File: config.mk
export PLATFORM = sky130hd
export DESIGN_NAME = i2cd_top
export DESIGN_NICKNAME = d
export VERILOG_FILES = /design/src/logic/i2cd_pkg.sv /design/src/logic/i2cd_top.sv
export SDC_FILE = /design/constraint.sdc
export NUM_CORES = 1
export LEC_CHECK = 0
export BUFFER_PORTS_ARGS = -buffer_cell sky130_fd_sc_hd__buf_2
export CAP_MARGIN = 10
export CORE_ASPECT_RATIO = 0.6
export CORE_UTILIZATION = 30
export DETAILED_ROUTE_END_ITERATION = 10
export PLACE_DENSITY_LB_ADDON = 0.08
export SLEW_MARGIN = 20
export SYNTH_ARGS = -nofsm -noshare
export SYNTH_HDL_FRONTEND = slang
export SYNTH_SLANG_ARGS = --single-unit
File: constraint.sdc
create_clock -name ref_clk_i -period 8 [get_ports ref_clk_i]
set_input_delay 1.6 -clock ref_clk_i [delete_from_list [all_inputs] [get_ports ref_clk_i]]
set_output_delay 1.6 -clock ref_clk_i [all_outputs]
set_load 0.01 [all_outputs]
File: src/logic/i2cd_pkg.sv
`default_nettype none
package i2cd_pkg;
   localparam logic [11:0] BAUD_LOW_OFS   = 12'hF54;
   localparam logic [11:0] STATE_OBS_OFS  = 12'hF55;
   localparam logic [11:0] COUNTER_READBACK_SELECT_CTRL_OFS  = 12'hF56;
   localparam logic [7:0]  BAUD_LOW_RST   = 8'hFF;
   localparam logic        COUNTER_READBACK_SELECT_RST       = 1'h0;
   localparam int          COUNTER_READBACK_SELECT_SEL_BIT   = 0;
   localparam int          OBS_CLK_BIT    = 7;
   localparam int          OBS_DATA_BIT   = 6;
   localparam int          OBS_STOP_BIT   = 5;
   localparam int          OBS_STATE_MSB  = 4;
   localparam int          BAUD_WIDTH     = 16;

   typedef enum logic [4:0] {
      ST_IDLE    = 5'h00,
      ST_START   = 5'h01,
      ST_D7      = 5'h02,
      ST_D0      = 5'h09,
      ST_DACK    = 5'h0A,
      ST_DACK_NK = 5'h0B,
      ST_STOP1   = 5'h0C,
      ST_STOP2   = 5'h0D,
      ST_A_ACK   = 5'h0E,
      ST_A_B0    = 5'h0F,
      ST_X_B7    = 5'h10,
      ST_X_RW    = 5'h17,
      ST_X_ACK   = 5'h18,
      ST_A_B7    = 5'h19,
      ST_A_B1    = 5'h1F
   } i2cd_state_t;

   typedef struct packed {
      logic [11:0] addr;
      logic [7:0]  wdata;
      logic        wr;
      logic        rd;
   } i2cd_req_t;
endpackage
`default_nettype wire

File: src/logic/i2cd_top.sv
`timescale 1ns/1ps
`default_nettype none
// Summary of operation
// - baud low register holds reload bits 7..0, software read and write
// - with readback select set, low register reads live counter bits 7..0
// - readback select is counter_readback_select control bit 0; one selects counter readback
// - state observe register is read only; writes change nothing
// - observe bit 7 shows the sampled clock line
// - observe bit 6 shows the sampled data line
// - observe bit 5 shows the internal stop counter flag
// - observe bits 4..0 show the engine state code
// - data bits 7..0 step through codes 00010..01001, counting upward only
// - data ack is 01010; 01011 only while handling a not-acknowledge
// - stop passes 01100 then 01101
// - 01110 is the address acknowledge (second byte in ten-bit mode)
// - 01111 is address bit 0 / read-write bit
// - ten-bit first byte shifts through 10000..10111, last is read-write
// - ten-bit first byte acknowledge is 11000
// - address bits 7..1 use 11001..11111
module i2cd_top #(
   parameter int BAUD_W = i2cd_pkg::BAUD_WIDTH
) (
   input  wire logic                ref_clk_i,
   input  wire logic                resetn_i,
   input  wire logic                clk_en_i,
   input  wire i2cd_pkg::i2cd_req_t bus_req_i,
   input  wire logic [BAUD_W-9:0]   baud_reload_high_i,
   input  wire logic                engine_enable_i,
   input  wire logic                start_req_i,
   input  wire logic                stop_req_i,
   input  wire logic                ten_bit_i,
   input  wire logic                scl_i,
   input  wire logic                sda_i,
   output logic [7:0]               rdata_o,
   output logic [4:0]               state_code_o,
   output logic                     stop_counter_flag_o,
   output logic                     baud_tick_o,
   output logic                     counter_readback_select_o,
   output logic [BAUD_W-9:0]        baud_count_high_o
);
   if (BAUD_W < 9 || BAUD_W > 32) begin : g_chk
      $error("BAUD_W must lie between 9 and 32");
   end

   logic [7:0]            baud_reload_low;
   logic                  counter_readback_select;
   logic [BAUD_W-1:0]     baud_count;
   logic                  baud_tick;
   logic                  clock_line_sample;
   logic                  data_line_sample;
   logic                  stop_counter_flag;
   i2cd_pkg::i2cd_state_t state;
   i2cd_pkg::i2cd_state_t next_state;
   logic [7:0]            next_rdata;
   logic                  wr_low;
   logic                  wr_counter_readback_select;

   assign wr_low  = bus_req_i.wr && (bus_req_i.addr == i2cd_pkg::BAUD_LOW_OFS);
   assign wr_counter_readback_select = bus_req_i.wr && (bus_req_i.addr == i2cd_pkg::COUNTER_READBACK_SELECT_CTRL_OFS);

   // no write decode for the observe offset at all, so it cannot disturb state
   always_ff @(posedge ref_clk_i or negedge resetn_i) begin
      if (!resetn_i) begin
         baud_reload_low <= i2cd_pkg::BAUD_LOW_RST;
      end else if (clk_en_i && wr_low) begin
         baud_reload_low <= bus_req_i.wdata;
      end
   end

   always_ff @(posedge ref_clk_i or negedge resetn_i) begin
      if (!resetn_i) begin
         counter_readback_select <= i2cd_pkg::COUNTER_READBACK_SELECT_RST;
      end else if (clk_en_i && wr_counter_readback_select) begin
         counter_readback_select <= bus_req_i.wdata[i2cd_pkg::COUNTER_READBACK_SELECT_SEL_BIT];
      end
   end

   // down counter; a reload of zero or one ticks every cycle
   always_ff @(posedge ref_clk_i or negedge resetn_i) begin
      if (!resetn_i) begin
         baud_count <= '1;
         baud_tick  <= 1'b0;
      end else if (clk_en_i) begin
         if (baud_count <= BAUD_W'(1)) begin
            baud_count <= {baud_reload_high_i, baud_reload_low};
            baud_tick  <= 1'b1;
         end else begin
            baud_count <= baud_count - BAUD_W'(1);
            baud_tick  <= 1'b0;
         end
      end
   end

   always_ff @(posedge ref_clk_i or negedge resetn_i) begin
      if (!resetn_i) begin
         clock_line_sample <= 1'b1;
         data_line_sample  <= 1'b1;
      end else if (clk_en_i) begin
         clock_line_sample <= scl_i;
         data_line_sample  <= sda_i;
      end
   end

   always_comb begin
      next_state = state;
      unique case (state)
         i2cd_pkg::ST_IDLE: begin
            if (start_req_i) begin
               next_state = i2cd_pkg::ST_START;
            end
         end
         i2cd_pkg::ST_START: begin
            next_state = ten_bit_i ? i2cd_pkg::ST_X_B7 : i2cd_pkg::ST_A_B7;
         end
         i2cd_pkg::ST_X_RW: begin
            next_state = i2cd_pkg::ST_X_ACK;
         end
         i2cd_pkg::ST_X_ACK: begin
            next_state = data_line_sample ? i2cd_pkg::ST_STOP1 : i2cd_pkg::ST_A_B7;
         end
         i2cd_pkg::ST_A_B1: begin
            next_state = i2cd_pkg::ST_A_B0;
         end
         i2cd_pkg::ST_A_B0: begin
            next_state = i2cd_pkg::ST_A_ACK;
         end
         i2cd_pkg::ST_A_ACK: begin
            next_state = data_line_sample ? i2cd_pkg::ST_STOP1 : i2cd_pkg::ST_D7;
         end
         i2cd_pkg::ST_D0: begin
            next_state = i2cd_pkg::ST_DACK;
         end
         i2cd_pkg::ST_DACK: begin
            if (data_line_sample) begin
               next_state = i2cd_pkg::ST_DACK_NK;
            end else if (stop_req_i) begin
               next_state = i2cd_pkg::ST_STOP1;
            end else if (start_req_i) begin
               next_state = i2cd_pkg::ST_START;
            end else begin
               next_state = i2cd_pkg::ST_D7;
            end
         end
         i2cd_pkg::ST_DACK_NK: begin
            next_state = i2cd_pkg::ST_STOP1;
         end
         i2cd_pkg::ST_STOP1: begin
            next_state = i2cd_pkg::ST_STOP2;
         end
         i2cd_pkg::ST_STOP2: begin
            next_state = i2cd_pkg::ST_IDLE;
         end
         default: begin
            // bit shifting runs: data, first and second address byte
            next_state = i2cd_pkg::i2cd_state_t'(state + 5'h01);
         end
      endcase
   end

   // the engine steps once per baud tick; disabling drops straight to idle
   always_ff @(posedge ref_clk_i or negedge resetn_i) begin
      if (!resetn_i) begin
         state <= i2cd_pkg::ST_IDLE;
      end else if (clk_en_i) begin
         if (!engine_enable_i) begin
            state <= i2cd_pkg::ST_IDLE;
         end else if (baud_tick) begin
            state <= next_state;
         end
      end
   end

   // flag runs while a stop is being generated
   always_ff @(posedge ref_clk_i or negedge resetn_i) begin
      if (!resetn_i) begin
         stop_counter_flag <= 1'b0;
      end else if (clk_en_i) begin
         stop_counter_flag <= (next_state == i2cd_pkg::ST_STOP1 || next_state == i2cd_pkg::ST_STOP2)
                              && engine_enable_i && baud_tick
                              || stop_counter_flag && (state == i2cd_pkg::ST_STOP1
                              || state == i2cd_pkg::ST_STOP2) && !(baud_tick && state == i2cd_pkg::ST_STOP2)
                              && engine_enable_i;
      end
   end

   always_comb begin
      next_rdata = 8'h00;
      unique case (bus_req_i.addr)
         i2cd_pkg::BAUD_LOW_OFS: begin
            next_rdata = counter_readback_select ? baud_count[7:0] : baud_reload_low;
         end
         i2cd_pkg::STATE_OBS_OFS: begin
            next_rdata[i2cd_pkg::OBS_CLK_BIT]         = clock_line_sample;
            next_rdata[i2cd_pkg::OBS_DATA_BIT]        = data_line_sample;
            next_rdata[i2cd_pkg::OBS_STOP_BIT]        = stop_counter_flag;
            next_rdata[i2cd_pkg::OBS_STATE_MSB:0]     = state;
         end
         i2cd_pkg::COUNTER_READBACK_SELECT_CTRL_OFS: begin
            next_rdata[i2cd_pkg::COUNTER_READBACK_SELECT_SEL_BIT] = counter_readback_select;
         end
         default: begin
            next_rdata = 8'h00;
         end
      endcase
   end

   // read data stand only in the cycle after the strobe
   always_ff @(posedge ref_clk_i or negedge resetn_i) begin
      if (!resetn_i) begin
         rdata_o <= 8'h00;
      end else if (clk_en_i) begin
         rdata_o <= bus_req_i.rd ? next_rdata : 8'h00;
      end
   end

   always_ff @(posedge ref_clk_i or negedge resetn_i) begin
      if (!resetn_i) begin
         state_code_o              <= 5'h00;
         stop_counter_flag_o       <= 1'b0;
         baud_tick_o               <= 1'b0;
         counter_readback_select_o <= 1'b0;
         baud_count_high_o         <= '1;
      end else if (clk_en_i) begin
         state_code_o              <= state;
         stop_counter_flag_o       <= stop_counter_flag;
         baud_tick_o               <= baud_tick;
         counter_readback_select_o <= counter_readback_select;
         baud_count_high_o         <= baud_count[BAUD_W-1:8];
      end
   end

   logic rd_low;
   logic rd_obs;
   assign rd_low = clk_en_i && bus_req_i.rd && bus_req_i.addr == i2cd_pkg::BAUD_LOW_OFS;
   assign rd_obs = clk_en_i && bus_req_i.rd && bus_req_i.addr == i2cd_pkg::STATE_OBS_OFS;
endmodule
`default_nettype wire

Word-level counts from Yosys, hierarchy flattened
Cells that the tools add are included.
{"block": "totals", "register_bits": 58, "latchBits": 0, "mem_bits_rw": 0, "mem_bits_ro": 0, "out_inout_bits": 24, "word_cells": 66, "memories": 0}
{"block": "op_classes", "n_addsub": 2, "n_mul": 0, "div": 0, "n_lt_le_gt_ge": 1, "n_eq_ne": 17, "shift": 0, "muxes": 16, "bitwise_logic": 0, "n_reduce_logical": 16}
{"cell": "$pmux W5 S12", "count": 1}
{"cell": "$eq A5 B4 Y1 const B", "count": 9}
{"cell": "$eq A12 B12 Y1 const B", "count": 3}
{"cell": "$mux W5", "count": 4}
{"cell": "$le A16 B1 Y1 const B", "count": 1}
{"cell": "$mux W16", "count": 1}
{"cell": "$mux W4", "count": 4}
{"cell": "$mux W8", "count": 2}
{"cell": "$sub A16 B1 Y16 const B", "count": 1}
{"cell": "$eq A5 B5 Y1 const B", "count": 3}
{"cell": "$pmux W7 S2", "count": 1}
{"cell": "$logic_and A1 B1 Y1", "count": 10}
{"cell": "$add A5 B1 Y5 const B", "count": 1}
{"cell": "$eq A5 B1 Y1 const B", "count": 1}
{"cell": "$logic_not A5 Y1", "count": 1}
{"cell": "$logic_or A1 B1 Y1", "count": 3}
{"cell": "$pmux W1 S3", "count": 1}
{"cell": "$mux W2", "count": 1}
{"cell": "$ne A2 B1 Y1 const B", "count": 1}
{"cell": "$reduce_and A2 Y1", "count": 1}
{"cell": "$logic_not A1 Y1", "count": 1}
{"cell": "$mux W1", "count": 1}

Longest topological paths before layout
{"block": "logic_depth", "ltp_word": 9, "ltp_mapped": 10, "mapped_depth_nobuf": 9}

Least setup slack after synthesis
No wires, ideal clock.
{"block": "synth_timing", "path_type": "input to register", "startpoint": "in bus_req_i[13] (netlist name)", "endpoint": "reg baud_reload_low[0]", "setup_time_ns": 0.082, "arrival_time_ns": 3.163, "required_time_ns": 7.918, "setup_slack_ns": 4.754, "cell_stages": 6, "n_path_buf": 1, "path_cell_list": "nor4bb_1 > nand4_1 > or3_1 > clkbuf_1 > nor2_2 > mux2_2"}
{"block": "synth_between", "elab_chain_len": 3}
{"element": "start: declaration", "line_no": "i2cd_top.sv:26", "text": "input wire i2cd_pkg::i2cd_req_t bus_req_i,"}
{"element": "$eq A12 B12 Y1", "line_no": "i2cd_top.sv:58", "text": "assign wr_low = bus_req_i.wr && (bus_req_i.addr == i2cd_pkg::BAUD_LOW_OFS);"}
{"element": "$logic_and A1 B1 Y1", "line_no": "i2cd_top.sv:58"}
{"element": "$logic_and A1 B1 Y1", "line_no": "i2cd_top.sv:65", "text": "end else if (clk_en_i && wr_low) begin"}
{"element": "end signal: assignment", "line_no": "i2cd_top.sv:64", "text": "baud_reload_low <= i2cd_pkg::BAUD_LOW_RST;"}
{"element": "end signal: assignment", "line_no": "i2cd_top.sv:66", "text": "baud_reload_low <= bus_req_i.wdata;"}
{"element": "end: declaration", "line_no": "i2cd_top.sv:45", "text": "logic [7:0] baud_reload_low;"}
No other way between the ends.
A chain may end at the register's enable or synchronous reset.

Worst setup path in the final report
{"block": "layout_timing", "startpoint": "in bus_req_i[13] (netlist name)", "endpoint": "reg baud_reload_low[4]"}
The elaborated chain is that of the path after synthesis.

==> impl_metrics.ini <==
[grt]
grt_max_degree = 67
antenna_found_initial = 0
first_global_vias = 2714
gr-total-overflow = 0
grt_use_total_pct = 16.96
grt_pass1_wl_um = 14570

[floorplanning]
ioPinCount = 63
row_count = 29
die_h_um = 83.44
fp.dieW_um = 137.7
dieArea_sq_um = 11490
fp.coreArea_sq_um = 10670
start_util_pct = 31.08

[run]
max-cap-violations = 0

[logic_synthesis]
synthMuxAreaShare_pct = 12.00
netlist.area_leader.share_pct = 26.94
synth_top_family_by_area = compound AO/OA/AOI/OAI gates
ys_seq_area_share_pct = 45.06
synth_xor_area_share_pct = 0.7925
yosys_warnings = 0
yosys.cell_count.top_type = a21oi_1
synth_cell_types = 55
synth_commonest_cells = a21oi_1, dfstp_2, nand2_1
avgSynthCellArea_sq_um = 9.611
ys_seq_elements = 58
synthAdderAreaFrac_pct = 3.019
synth_top_cell_by_area = dfstp_2
synth_edf_count = 0
ys_async_sr_fraction_pct = 100.0
synthSimpleGateAreaFrac_pct = 15.92
synth_area_sq_um = 3316
synthesis.nets = 392
synthTopCellsByArea = dfstp_2, dfrtp_1, mux2_2
synth_compound_area_share_pct = 18.42
synthCells = 345
synthFlopType = dfstp_2

[critical_path]
end_kind = flip-flop
crit_arrival_ns = 3.51
max_stage_delay_ns = 0.50
crit_fanout = 8
critPathSlowestCell = or3_1
crit_chain = buf_2, nor4bb_1, nand4_1, or3_1, nor2_2, mux2_2
r2r-start = state[0]
r2r_cells = 9
rrSetupSlack_ns = 4.95
critical_path_class = input pin to flip-flop
rr_endpoint = stop_counter_flag
crit_path_start_kind = input pin
crit_required_ns = 8.25

[cells_and_area]
drive_gt1_share_pct = 35.63
nets = 449
num_antenna_cells = 0
fill_cells = 1117
synthToLayoutAreaGrowth_pct = 20.87

[power_and_ir_drop]
powerDensity_nw_per_um2 = 243.5
internal_power_mw = 0.6884
clockPowerShare_pct = 35.3
switchingPower_mw = 0.2874
leakage_nw = 1.821
seqPwrFrac_pct = 46.7
switching_share_pct = 29.45
p_comb_share_pct = 18.0
ir_drop_v = 0.0001211

[status]
status = complete, no violations

[routing]
routed-wl-met3_um = 677
post_drt_wl_per_cell_um = 16.52
drt_wl_total_um = 9020
wl_met1_um = 4971
drtAntennaViolNets = 0
num_vias = 2825
top_layer = met4
drtIter0Drc = 186
drc_errors = 0
met2_length_um = 3267
vias_per_cell = 5.174
firstDrtPassIters = 5

[sta]
maxSlewViolCount = 0
setup_slack_ns = 4.744
worst_pin_slew_ns = 0.8418
fin_tns_setup_ns = 0
slew_headroom_pct = 43.76
min_period_ns = 3.256
setup_violations = 0
rsz0062_at_grt = false
period_share_pct = 40.70
clock_skew_ns = 0.004050
fmax_mhz = 307.1
finalHoldViolCount = 0

[clocking]
post-cts-setup-buffer-count = 0
cts_tree = built
hold_buffers = 0
cts.path.max_buffers = 2
root_buffer = clkbuf_16
cts_buffers = 9
cts.repair.resized = 0
cts_max_level = 3
clkLatencyLatePin_ns = 0.33
clkTransAtPathRegs_ns = 0.05
cts_num_sinks = 58

[min_path]
hp-start = counter_readback_select_o
min_path_type = flip-flop to flip-flop
whs_path_depth = 1
holdPathEnd = counter_readback_select_o

[placement]
place_congestion = 0.8320
dp_hpwl_um = 6317
numPortBuffers = 62
place_ws_ns = 4.424
## cell families (layout without fill, tap and decap cells)
group,after synthesis,count (layout)
multiplexers,36,36
adder cells (fa/ha/maj),8,8
XOR/XNOR,3,3
AO/OA/AOI/OAI,100,100
buffers and inverters,40,102
flip-flops,58,58
AND/OR/NAND/NOR,100,100
## worst max-delay path, delay by kind of cell
kind,cells,cell delay [ns]
simple gates,4,1.43
mux,1,0.39
buf+inv,1,0.09
## power groups by stage
stage / registers (mW) / logic, mW / clock network (mW)
2_1_floorplan: 0.442 / 0.123 / 0
3_3_place_gp: 0.459 / 0.175 / 0
3_5_place_dp: 0.461 / 0.177 / 0
4_1_cts: 0.457 / 0.178 / 0.355
5_1_grt: 0.469 / 0.201 / 0.374
6_report: 0.456 / 0.175 / 0.345
## through the flow
step / util, % / total power, mW / cells / cell area [sq um] / hold WS [ns]
after floorplan: - / 0.5648 / 345 / 3316 / 0.4645
after global placement: 35.08 / 0.6339 / 530 / 3742 / 0.4876
after detailed placement: 35.08 / 0.6374 / 530 / 3742 / 0.4907
after CTS: 37.57 / 0.9898 / 546 / 4008 / 0.5114
after global routing: 37.57 / 1.044 / 546 / 4008 / 0.5231
final: 37.57 / 0.9758 / 546 / 4008 / 0.5098
## cell type report
class                           instances  area [sq um]  area share (%)
Sequential cell                        58          1494           37.28
Clock buffer                           13         250.2           6.244
Multi-Input combinational cell        247          1663           41.49
Inverter                               21         78.83           1.967
Tap cell                              139         173.9           4.340
Clock inverter                          3         15.01          0.3746
Timing Repair Buffer                   65         332.8           8.305
## per-layer routing
layer,track usage [%],vias to the layer above
met4,4.743,0
met2,20.42,90
met3,6.471,11
met5,0,-
li1,-,1373
met1,26.82,1351
## how the worst max path moves through the flow
stage	endpoint	start
2_1_floorplan	baud_reload_low[0]	bus_req_i[13]
3_3_place_gp	baud_reload_low[7]	bus_req_i[13]
3_5_place_dp	baud_reload_low[5]	bus_req_i[13]
4_1_cts	baud_reload_low[4]	bus_req_i[13]
5_1_grt	baud_reload_low[5]	bus_req_i[13]
6_report	baud_reload_low[4]	bus_req_i[13]
## sequential cells by signal, indices dropped and copies added, names as in the netlist
name	cells
baud_reload_low	8
counter_readback_select_o	1
baud_tick	1
clock_line_sample	1
stop_counter_flag	1
baud_tick_o	1
baud_count	16
rdata_o	8
state_code_o	5
state	5
data_line_sample	1
counter_readback_select	1
stop_counter_flag_o	1
baud_count_high_o	8
## cell usage in the layout (no fill, tap or decap), types with 4 or more instances in the layout
master / n
buf_2: 62
a21oi_1: 39
dfstp_2: 34
nand2_1: 28
mux2_2: 26
dfrtp_1: 24
inv_1: 21
o21ai_0: 21
nor2_1: 21
o22ai_1: 11
mux2i_1: 9
clkbuf_16: 9
nor3_1: 8
ha_1: 8
o31ai_1: 7
nand2b_1: 6
nand3_1: 6
nor4_1: 4
a22o_1: 4
Power figures use the tool's default switching activity.
